File: src/fwcc_cfg.svh
// Purpose: Constants of the wake-up clock control block
// Assumes: Included by the package and by the design module
// Notes:   Oscillator counts are in edges of the oscillator concerned
`ifndef FWCC_CFG_SVH
`define FWCC_CFG_SVH

// Register port and map
`define FWCC_ADDR_W            8
`define FWCC_SMC_ADDR          8'h00
`define FWCC_SMC_RESET         8'h03

// Field positions in system_mode_control
`define FWCC_BIT_HL_SEL        0
`define FWCC_BIT_IDLE_EN       1
`define FWCC_BIT_HS_RDY        2
`define FWCC_BIT_LS_RDY        3
`define FWCC_BIT_QR_EN         4
`define FWCC_DIV_LSB           5
`define FWCC_DIV_MSB           7

// Divider codes at or below this value select the low-speed clock
`define FWCC_DIV_SLOW_MAX      3'h1

// Settling counts, in oscillator edges
`define FWCC_XTAL_CYCLES       11'h400
`define FWCC_HS_RC_CYCLES      11'h010
`define FWCC_LS_RC_CYCLES      11'h002
`define FWCC_SUB_RESUME_CYCLES 2'h2

// Pin positions in the synchroniser bank
`define FWCC_PIN_HS            0
`define FWCC_PIN_LS            1
`define FWCC_PIN_WAKE          2
`define FWCC_PIN_NUM           3

`endif

File: src/fwcc_pkg.sv
// Purpose: Types of the wake-up clock control block
// Assumes: fwcc_cfg.svh holds the numeric constants
// Notes:   State codes are one-hot
`include "fwcc_cfg.svh"
package fwcc_pkg;

  // Operating modes of the clock controller
  typedef enum logic [6:0]
  {
    ST_RUN        = 7'h01,
    ST_IDLE_FULL  = 7'h02,
    ST_IDLE_NOSYS = 7'h04,
    ST_STOP_SUB   = 7'h08,
    ST_DEEP_STOP  = 7'h10,
    ST_WAKE       = 7'h20,
    ST_QUICK      = 7'h40
  } fwcc_state_type;

  // High-speed oscillator kind
  typedef enum logic [1:0]
  {
    HS_XTAL = 2'h0,
    HS_ERC  = 2'h1,
    HS_INTERNAL_HIGH_SPEED_RC = 2'h2
  } fwcc_hs_kind_type;

  // Low-speed oscillator kind
  typedef enum logic
  {
    LS_XTAL = 1'h0,
    LS_IRC  = 1'h1
  } fwcc_ls_kind_type;

  // Register port request
  typedef struct packed
  {
    logic [`FWCC_ADDR_W-1:0] addr;
    logic [7:0]              wdata;
    logic                    wr;
    logic                    rd;
  } fwcc_reg_req_type;

  // System clock selection towards the clock tree
  typedef struct packed
  {
    logic       run_on_sub;
    logic       hs_undivided;
    logic [2:0] div_sel;
  } fwcc_clk_sel_type;

endpackage

File: src/fwcc_core.sv
// Purpose: System clock mode control with oscillator ready flags and quick resume
// Assumes: Oscillator outputs and the wake pin are asynchronous to clk_sys_i
// Notes:   halt_i and the idle/sub-clock qualifiers come from logic on clk_sys_i
//
// Overview of operation
// - Low-speed ready rises 1024 edges after wake for crystal, 2 for RC.
// - Low-speed ready is 0 in deep stop, 1 once low oscillator is stable.
// - High-speed ready clears at power-on and sets once the oscillator settles.
// - CPU is held after power-on until high-speed ready, or low-speed ready if low speed is selected, so software sees 1.
// - High-speed ready low in stop or idle without clock; 1024 or 16 edges.
// - Halt with idle enable enters idle; system-clock-on picks full or no clock.
// - Halt with idle enable clear enters a stop mode.
// - Quick resume runs the system from the sub clock until main oscillator settles.
// - Quick resume only from stop with sub clock or idle without clock.
// - Quick resume needs its bit in system_mode_control, a crystal main clock and no low-speed selection.
// - Crystal main clock with quick resume resumes after two sub clock edges.
// - Sub clock runs until 1024 crystal edges, then ready sets and clock swaps.
// - RC system clocks wake after 16 or 2 RC edges, ignoring quick resume.
// - High/low select 1 gives undivided high clock, else the divider field.
`timescale 1ns/1ps
`include "fwcc_cfg.svh"
module fwcc_core
(
  // Clock and reset
  input  wire logic                       clk_sys_i,
  input  wire logic                       srst_i,
  // Register port
  input  wire fwcc_pkg::fwcc_reg_req_type reg_req_i,
  output logic [7:0]                      reg_rdata_o,
  // CPU and mode qualifiers
  input  wire logic                       halt_i,
  input  wire logic                       sys_clock_on_in_idle_i,
  input  wire logic                       sub_clock_active_i,
  input  wire fwcc_pkg::fwcc_hs_kind_type hs_kind_i,
  input  wire fwcc_pkg::fwcc_ls_kind_type ls_kind_i,
  // Asynchronous pins
  input  wire logic                       hs_osc_clk_i,
  input  wire logic                       ls_osc_clk_i,
  input  wire logic                       wake_i,
  // Clock controls
  output logic                            cpu_run_o,
  output logic                            sys_clk_run_o,
  output logic                            sub_clk_run_o,
  output logic                            hs_osc_en_o,
  output logic                            ls_osc_en_o,
  output fwcc_pkg::fwcc_clk_sel_type      clk_sel_o,
  output fwcc_pkg::fwcc_state_type        mode_o
);
  import fwcc_pkg::*;

  // Settling target for an oscillator kind
  function automatic logic [10:0] settle_target(input logic is_xtal, input logic [10:0] rc_cnt);
    settle_target = is_xtal ? `FWCC_XTAL_CYCLES : rc_cnt;
  endfunction

  // Reset image of system_mode_control, split into its writable fields
  localparam logic [7:0] SMC_RST     = `FWCC_SMC_RESET;
  localparam logic [2:0] RST_DIV     = SMC_RST[`FWCC_DIV_MSB:`FWCC_DIV_LSB];
  localparam logic       RST_QR_EN   = SMC_RST[`FWCC_BIT_QR_EN];
  localparam logic       RST_IDLE_EN = SMC_RST[`FWCC_BIT_IDLE_EN];
  localparam logic       RST_HL_SEL  = SMC_RST[`FWCC_BIT_HL_SEL];

  fwcc_state_type           state_ff;
  fwcc_state_type           nxt_state;
  logic [2:0]               div_sel_ff;
  logic                     qr_en_ff;
  logic                     idle_en_ff;
  logic                     hl_sel_ff;
  logic [10:0]              hs_cnt_ff;
  logic [10:0]              ls_cnt_ff;
  logic [1:0]               sub_cnt_ff;
  logic                     por_hold_ff;
  logic [7:0]               rdata_ff;
  fwcc_clk_sel_type         clk_sel_ff;
  logic [`FWCC_PIN_NUM-1:0] pin_s1_ff;
  logic [`FWCC_PIN_NUM-1:0] pin_s2_ff;
  logic [`FWCC_PIN_NUM-1:0] pin_s3_ff;
  logic [`FWCC_PIN_NUM-1:0] pin_raw;
  logic [`FWCC_PIN_NUM-1:0] pin_rise;

  // Pin bank feeding the synchronisers
  assign pin_raw[`FWCC_PIN_HS]   = hs_osc_clk_i;
  assign pin_raw[`FWCC_PIN_LS]   = ls_osc_clk_i;
  assign pin_raw[`FWCC_PIN_WAKE] = wake_i;

  // Two-stage synchroniser and rise detector on the third stage
  genvar gi;
  generate
    for (gi = 0; gi < `FWCC_PIN_NUM; gi++)
    begin : g_sync
      always_ff @(posedge clk_sys_i)
      begin
        if (srst_i)
        begin
          pin_s1_ff[gi] <= 1'b0;
          pin_s2_ff[gi] <= 1'b0;
          pin_s3_ff[gi] <= 1'b0;
        end
        else
        begin
          pin_s1_ff[gi] <= pin_raw[gi];
          pin_s2_ff[gi] <= pin_s1_ff[gi];
          pin_s3_ff[gi] <= pin_s2_ff[gi];
        end
      end
      assign pin_rise[gi] = pin_s2_ff[gi] & ~pin_s3_ff[gi];
    end
  endgenerate

  wire hs_edge   = pin_rise[`FWCC_PIN_HS];
  wire ls_edge   = pin_rise[`FWCC_PIN_LS];
  wire wake_lvl  = pin_s2_ff[`FWCC_PIN_WAKE];

  // Register decode
  wire smc_hit   = (reg_req_i.addr == `FWCC_SMC_ADDR);
  wire smc_wr    = reg_req_i.wr & smc_hit;
  wire smc_rd    = reg_req_i.rd & smc_hit;

  // Clock source decode
  wire slow_sel  = ~hl_sel_ff & (div_sel_ff <= `FWCC_DIV_SLOW_MAX);
  wire hs_xtal   = (hs_kind_i == HS_XTAL);
  wire ls_xtal   = (ls_kind_i == LS_XTAL);
  wire [10:0] hs_target = settle_target(hs_xtal, `FWCC_HS_RC_CYCLES);
  wire [10:0] ls_target = settle_target(ls_xtal, `FWCC_LS_RC_CYCLES);

  // Oscillator enables per mode
  wire st_run    = (state_ff == ST_RUN);
  wire st_ifull  = (state_ff == ST_IDLE_FULL);
  wire st_inos   = (state_ff == ST_IDLE_NOSYS);
  wire st_ssub   = (state_ff == ST_STOP_SUB);
  wire st_deep   = (state_ff == ST_DEEP_STOP);
  wire st_wake   = (state_ff == ST_WAKE);
  wire st_quick  = (state_ff == ST_QUICK);
  wire hs_active = (st_run | st_ifull | st_wake | st_quick) & ~slow_sel;
  wire ls_active = ~st_deep;

  // Ready flags taken from the settling counters.
  // The compare is at-or-above: a kind change while running may lower the
  // target below the count already reached, and the counter must not run
  // on and wrap, which would drop a flag of a settled oscillator.
  wire hs_rdy    = hs_active & (hs_cnt_ff >= hs_target);
  wire ls_rdy    = ls_active & (ls_cnt_ff >= ls_target);
  wire sub_done  = (sub_cnt_ff == `FWCC_SUB_RESUME_CYCLES);

  // Quick resume applies to a crystal main clock woken from sub-clock modes
  wire qr_ok     = qr_en_ff & hs_xtal & ~slow_sel & (st_inos | st_ssub);
  wire main_rdy  = slow_sel ? (ls_rdy & sub_done) : hs_rdy;

  // Mode sequencing
  always_comb
  begin
    nxt_state = state_ff;
    unique case (state_ff)
      ST_RUN:
      begin
        if (halt_i & ~por_hold_ff)
        begin
          if (idle_en_ff)
            nxt_state = sys_clock_on_in_idle_i ? ST_IDLE_FULL : ST_IDLE_NOSYS;
          else
            nxt_state = sub_clock_active_i ? ST_STOP_SUB : ST_DEEP_STOP;
        end
      end
      ST_IDLE_FULL:
      begin
        if (wake_lvl)
          nxt_state = ST_RUN;
      end
      ST_IDLE_NOSYS, ST_STOP_SUB:
      begin
        if (wake_lvl)
          nxt_state = qr_ok ? ST_QUICK : ST_WAKE;
      end
      ST_DEEP_STOP:
      begin
        if (wake_lvl)
          nxt_state = ST_WAKE;
      end
      ST_WAKE:
      begin
        if (main_rdy)
          nxt_state = ST_RUN;
      end
      ST_QUICK:
      begin
        if (hs_rdy)
          nxt_state = ST_RUN;
      end
      default:
      begin
        nxt_state = ST_RUN;
      end
    endcase
  end

  // Mode register
  always_ff @(posedge clk_sys_i)
  begin
    if (srst_i)
      state_ff <= ST_RUN;
    else
      state_ff <= nxt_state;
  end

  // Software-writable fields; the ready flag bits are dropped.
  // The flags have no storage here at all: they are views of the
  // settling counters; a write selecting the low-speed clock stops the high-speed one and clears its flag.
  always_ff @(posedge clk_sys_i)
  begin
    if (srst_i)
    begin
      div_sel_ff <= RST_DIV;
      qr_en_ff   <= RST_QR_EN;
      idle_en_ff <= RST_IDLE_EN;
      hl_sel_ff  <= RST_HL_SEL;
    end
    else if (smc_wr)
    begin
      div_sel_ff <= reg_req_i.wdata[`FWCC_DIV_MSB:`FWCC_DIV_LSB];
      qr_en_ff   <= reg_req_i.wdata[`FWCC_BIT_QR_EN];
      idle_en_ff <= reg_req_i.wdata[`FWCC_BIT_IDLE_EN];
      hl_sel_ff  <= reg_req_i.wdata[`FWCC_BIT_HL_SEL];
    end
  end

  // High-speed settling counter, restarted whenever the oscillator stops.
  // Counting holds once the target is reached, so the flag stays set
  // for as long as the oscillator stays enabled.
  always_ff @(posedge clk_sys_i)
  begin
    if (srst_i | ~hs_active)
      hs_cnt_ff <= 11'h000;
    else if (hs_edge & (hs_cnt_ff < hs_target))
      hs_cnt_ff <= hs_cnt_ff + 11'h001;
  end

  // Low-speed settling counter, restarted in deep stop.
  // Only deep stop halts the sub clock, so only there does this restart.
  always_ff @(posedge clk_sys_i)
  begin
    if (srst_i | ~ls_active)
      ls_cnt_ff <= 11'h000;
    else if (ls_edge & (ls_cnt_ff < ls_target))
      ls_cnt_ff <= ls_cnt_ff + 11'h001;
  end

  // Sub clock edges since the wake-up started
  always_ff @(posedge clk_sys_i)
  begin
    if (srst_i | ~(st_wake | st_quick))
      sub_cnt_ff <= 2'h0;
    else if (ls_edge & ~sub_done)
      sub_cnt_ff <= sub_cnt_ff + 2'h1;
  end

  // Hold the CPU after reset until the high-speed flag is set, or the low-speed flag while the low-speed clock is selected.
  // Software therefore never runs before the flag after reset; later it reads it clear in quick resume or on the low-speed clock.
  always_ff @(posedge clk_sys_i)
  begin
    if (srst_i)
      por_hold_ff <= 1'b1;
    else if (hs_rdy | (slow_sel & ls_rdy))
      por_hold_ff <= 1'b0;
  end

  // Read data, one cycle after the strobe; unmapped reads return zero
  wire [7:0] smc_view = {div_sel_ff, qr_en_ff, ls_rdy, hs_rdy, idle_en_ff, hl_sel_ff};
  always_ff @(posedge clk_sys_i)
  begin
    if (srst_i)
      rdata_ff <= 8'h00;
    else
      rdata_ff <= smc_rd ? smc_view : 8'h00;
  end

  // System clock selection towards the clock tree
  always_ff @(posedge clk_sys_i)
  begin
    if (srst_i)
      clk_sel_ff <= '{run_on_sub: 1'b0, hs_undivided: 1'b1, div_sel: 3'h0};
    else
    begin
      clk_sel_ff.run_on_sub   <= (nxt_state == ST_QUICK);
      clk_sel_ff.hs_undivided <= hl_sel_ff;
      clk_sel_ff.div_sel      <= div_sel_ff;
    end
  end

  // Clock run controls decoded from the mode
  assign cpu_run_o     = (st_run & ~por_hold_ff) | (st_quick & sub_done);
  assign sys_clk_run_o = st_run | st_ifull | (st_quick & sub_done);
  assign sub_clk_run_o = ls_active;
  assign hs_osc_en_o   = hs_active;
  assign ls_osc_en_o   = ls_active;
  assign clk_sel_o     = clk_sel_ff;
  assign mode_o        = state_ff;
  assign reg_rdata_o   = rdata_ff;

endmodule

File: config.mk
export PLATFORM = sky130hd
export DESIGN_NAME = fwcc_core
export DESIGN_NICKNAME = d
export VERILOG_FILES = /design/src/fwcc_pkg.sv /design/src/fwcc_core.sv
export VERILOG_INCLUDE_DIRS = /design/src
export SDC_FILE = /design/constraint.sdc
export NUM_CORES = 1
export LEC_CHECK = 0
export BUFFER_PORTS_ARGS = -buffer_cell sky130_fd_sc_hd__buf_2
export CELL_PAD_IN_SITES_DETAIL_PLACEMENT = 1
export CELL_PAD_IN_SITES_GLOBAL_PLACEMENT = 1
export CORE_ASPECT_RATIO = 0.9
export CORE_MARGIN = 4
export CORE_UTILIZATION = 43
export CTS_BUF_LIST = sky130_fd_sc_hd__clkbuf_2
export DETAILED_ROUTE_END_ITERATION = 6
export PLACE_DENSITY_LB_ADDON = 0.1
export SLEW_MARGIN = 10
export SYNTH_ARGS = -nofsm -noshare
export SYNTH_HDL_FRONTEND = slang
export SYNTH_SLANG_ARGS = --single-unit
File: constraint.sdc
create_clock -name clk_sys_i -period 2.4 [get_ports clk_sys_i]
set_input_delay 0 -clock clk_sys_i [delete_from_list [all_inputs] [get_ports clk_sys_i]]
set_output_delay 0 -clock clk_sys_i [all_outputs]
set_load 0.02 [all_outputs]
==> metrics.yaml <==
floorplanning:
  die_x_um: 92.4
  core_area_sq_mm: 0.00618
  dieArea_sq_mm: 0.00775
  fp.dieH_um: 83.9
  initial_core_util_pct: 44.6
  io-pin-count: 54
  rows: 27
critical_path:
  rr_startpoint: "mode_o[3]"
  critPathArrivalTime_ns: 2.46
  end_kind: "flop"
  r2r-end: "hs_cnt_ff[8]"
  criticalPathCategory: "reg2reg"
  worstRegToRegCells: 5
  startpoint_type: "flop"
  cp_max_fo: 11
  reg2reg_slack_ns: 0.35
  crit_required_ns: 2.81
timing:
  worst_clock_skew_ns: 0.0325
  grt_setup_unrepaired: "no"
  finalSetupViolations: 0
  min_period_ns: 2.05
  clock.fmax_mhz: 488
  final_max_slew_viol_count: 0
  finalWorstSetupSlack_ns: 0.350
  period_share_pct: 85.4
  slew-limit-headroom_pct: 47.0
  whs_ns: 0.0356
  worst_pin_slew_ns: 0.795
  hold_viol_final: 0
  fin_setup_tns_ns: 0
clock_tree:
  cts_setup_buffers: 0
  cts.path.max_buffers: 2
  cts_buffers: 9
  ctsHoldBuffers: 27
  cts_tree: "yes"
  cts_max_level: 3
  cts_resized: 0
  clk_latency_ns: 0.50
  clock-sinks: 59
  path_clk_slew_ns: 0.16
  clockRootBuffer: "clkbuf_2"
synthesis:
  ys.flop_type: "dfxtp_1"
  async_flop_share_pct: 0
  netlist_instances: 309
  synthTopCellsByCount: "dfxtp_1 (59), nor2_1 (31), nand2_1 (23)"
  syn_area_sq_mm: 0.00276
  yosys.cell_count.top_type: "dfxtp_1"
  yosys_warnings: 0
  synth-edff-count: 0
  ys_seq_elements: 59
  ys_top_cells_by_area: "dfxtp_1 (43%), xnor2_1 (5.4%), nor2_1 (4.2%)"
  ys_seq_area_share_pct: 42.9
  synthDistinctLibCells: 50
  synth.net_count: 346
  avgSynthCellArea_sq_um: 8.92
  yosys.area.top_type_share_pct: 42.9
  yosys.area.top_type: "dfxtp_1"
grt:
  grt_use_total_pct: 20.3
  grt_remaining_overflow: 0
  grt_max_degree: 26
  grt_first_pass_wirelength_um: 12700
  grt_pass1_vias: 2660
  antenna_found_initial: 0
routing:
  drt_iter0_markers: 65
  finalWirelength_um: 7180
  vias: 2478
  wl_met2_um: 3580
  wl_met1_um: 3160
  drt-vias-per-instance: 5.17
  routed.top_layer: "met4"
  drt_pass1_iterations: 4
  wl_per_cell_um: 15.0
  ant_nets: 0
  wl_met3_um: 311
  drcViolationCount: 0
placement:
  place_congestion: 0.765
  postPlaceCellArea_sq_mm: 0.00307
  dp_hpwl_um: 4920
  placedCellCount: 436
  dp_slack_ns: 0.344
  port_buffers: 51
run:
  drv_cap: 0
hold_path:
  hp-start: "reg_req_i[0]"
  hold_depth: 4
  hold-path-endpoint: "reg_rdata_o[2]"
  hold_class: "in2reg"
layout:
  final_nets: 424
  area_growth_pct: 24.8
  fillers: 760
  final_cells: 479
  multi_input_area_sq_mm: 0.00148
  antenna_cells: 0
  final_area_sq_mm: 0.00344
  drive_above_1_share_pct: 20.9
  utilization_pct: 55.6
  seq_area_sq_mm: 0.00118
power:
  leakage_nw: 1.34
  ir_drop_mv: 0.303
  powerDensity_mw_per_mm2: 507
  total_power_mw: 1.74
outcome:
  outcome: "completed"
layout by cell type (no fill, tap or decap), drive strengths merged, types with 2 or more instances in the layout:
cell type    netlist  final
or2                3      3
o21ai              3      3
nand3b             2      2
o2bb2ai            4      4
nor2b             16     16
o211ai             4      4
nor2              31     31
nor3               8      8
nor3b              2      2
xnor2             17     17
or3                2      2
a21oi             12     12
dlygate4sd3        0     27
dfxtp             59     59
buf                4     52
nand3             19     19
nand2             23     23
and3               2      2
nor4b              2      2
clkinvlp           0      3
nor4              15     15
clkinv             0      2
inv               12     12
ha                 8      8
nand2b             5      5
and2              13     13
or4                5      5
nand4              4      4
and4               2      2
clkbuf             8     11
xor2               7      7
state kept, by name (all words and copies together), names as in the netlist:
signal and flops:
div_sel_ff 3, pin_s3_ff 2, pin_s2_ff 2, ls_cnt_ff 11, clk_sel_o 5, qr_en_ff 1, pin_s1_ff 3, reg_rdata_o 8
hs_cnt_ff 11, idle_en_ff 1, mode_o 7, wake_lvl 1, sub_cnt_ff 2, por_hold_ff 1, hl_sel_ff 1
logic make-up (layout without fill, tap and decap cells):
logic type,after synthesis,count (layout),synth area share [%]
buf+inv,24,107,3.54
xor+xnor,24,24,7.63
fa+ha+maj,8,8,3.63
compound gates,36,36,9.95
flops,59,59,42.9
simple gates,158,158,32.4
worst max path at each step:
stage                        startpoint            to  slack (ns)  cells after the start
after floorplan           ls_cnt_ff[10]     mode_o[0]        0.48                      6
after global placement    ls_cnt_ff[10]     mode_o[0]        0.39                      6
after detailed placement  ls_cnt_ff[10]     mode_o[0]        0.34                      6
after CTS                     mode_o[3]   hs_osc_en_o        0.32                      5
after global routing          mode_o[3]   hs_osc_en_o        0.12                      5
final                         mode_o[3]  hs_cnt_ff[8]        0.35                      5
area by class of cell:
cell class	instances	share of cell area, %
clock buffers	11	1.60
clock inverters	5	1.16
inverters	12	1.31
multi-input cells	226	42.9
flip-flops and latches	59	34.3
well taps	87	3.16
repair buffers	79	15.5
power by group:
part           switching [mW]  internal, mW
registers              0.0157         0.995
logic                   0.113        0.0886
clock network           0.385         0.147
worst max-delay path, cell delays in order (launching register included):
cell and delay [ns]:
dfxtp_1 0.47, nor4_2 0.37, o211ai_1 0.20, and2_1 0.24, or3_1 0.50, nor2_1 0.20
layer usage:
layer  GRT usage, %  up-vias
met5              0        -
met4           6.21        0
met3           6.22       13
met2           35.0       49
met1           23.9     1179
li1               -     1237
Power figures use the tool's default switching activity.
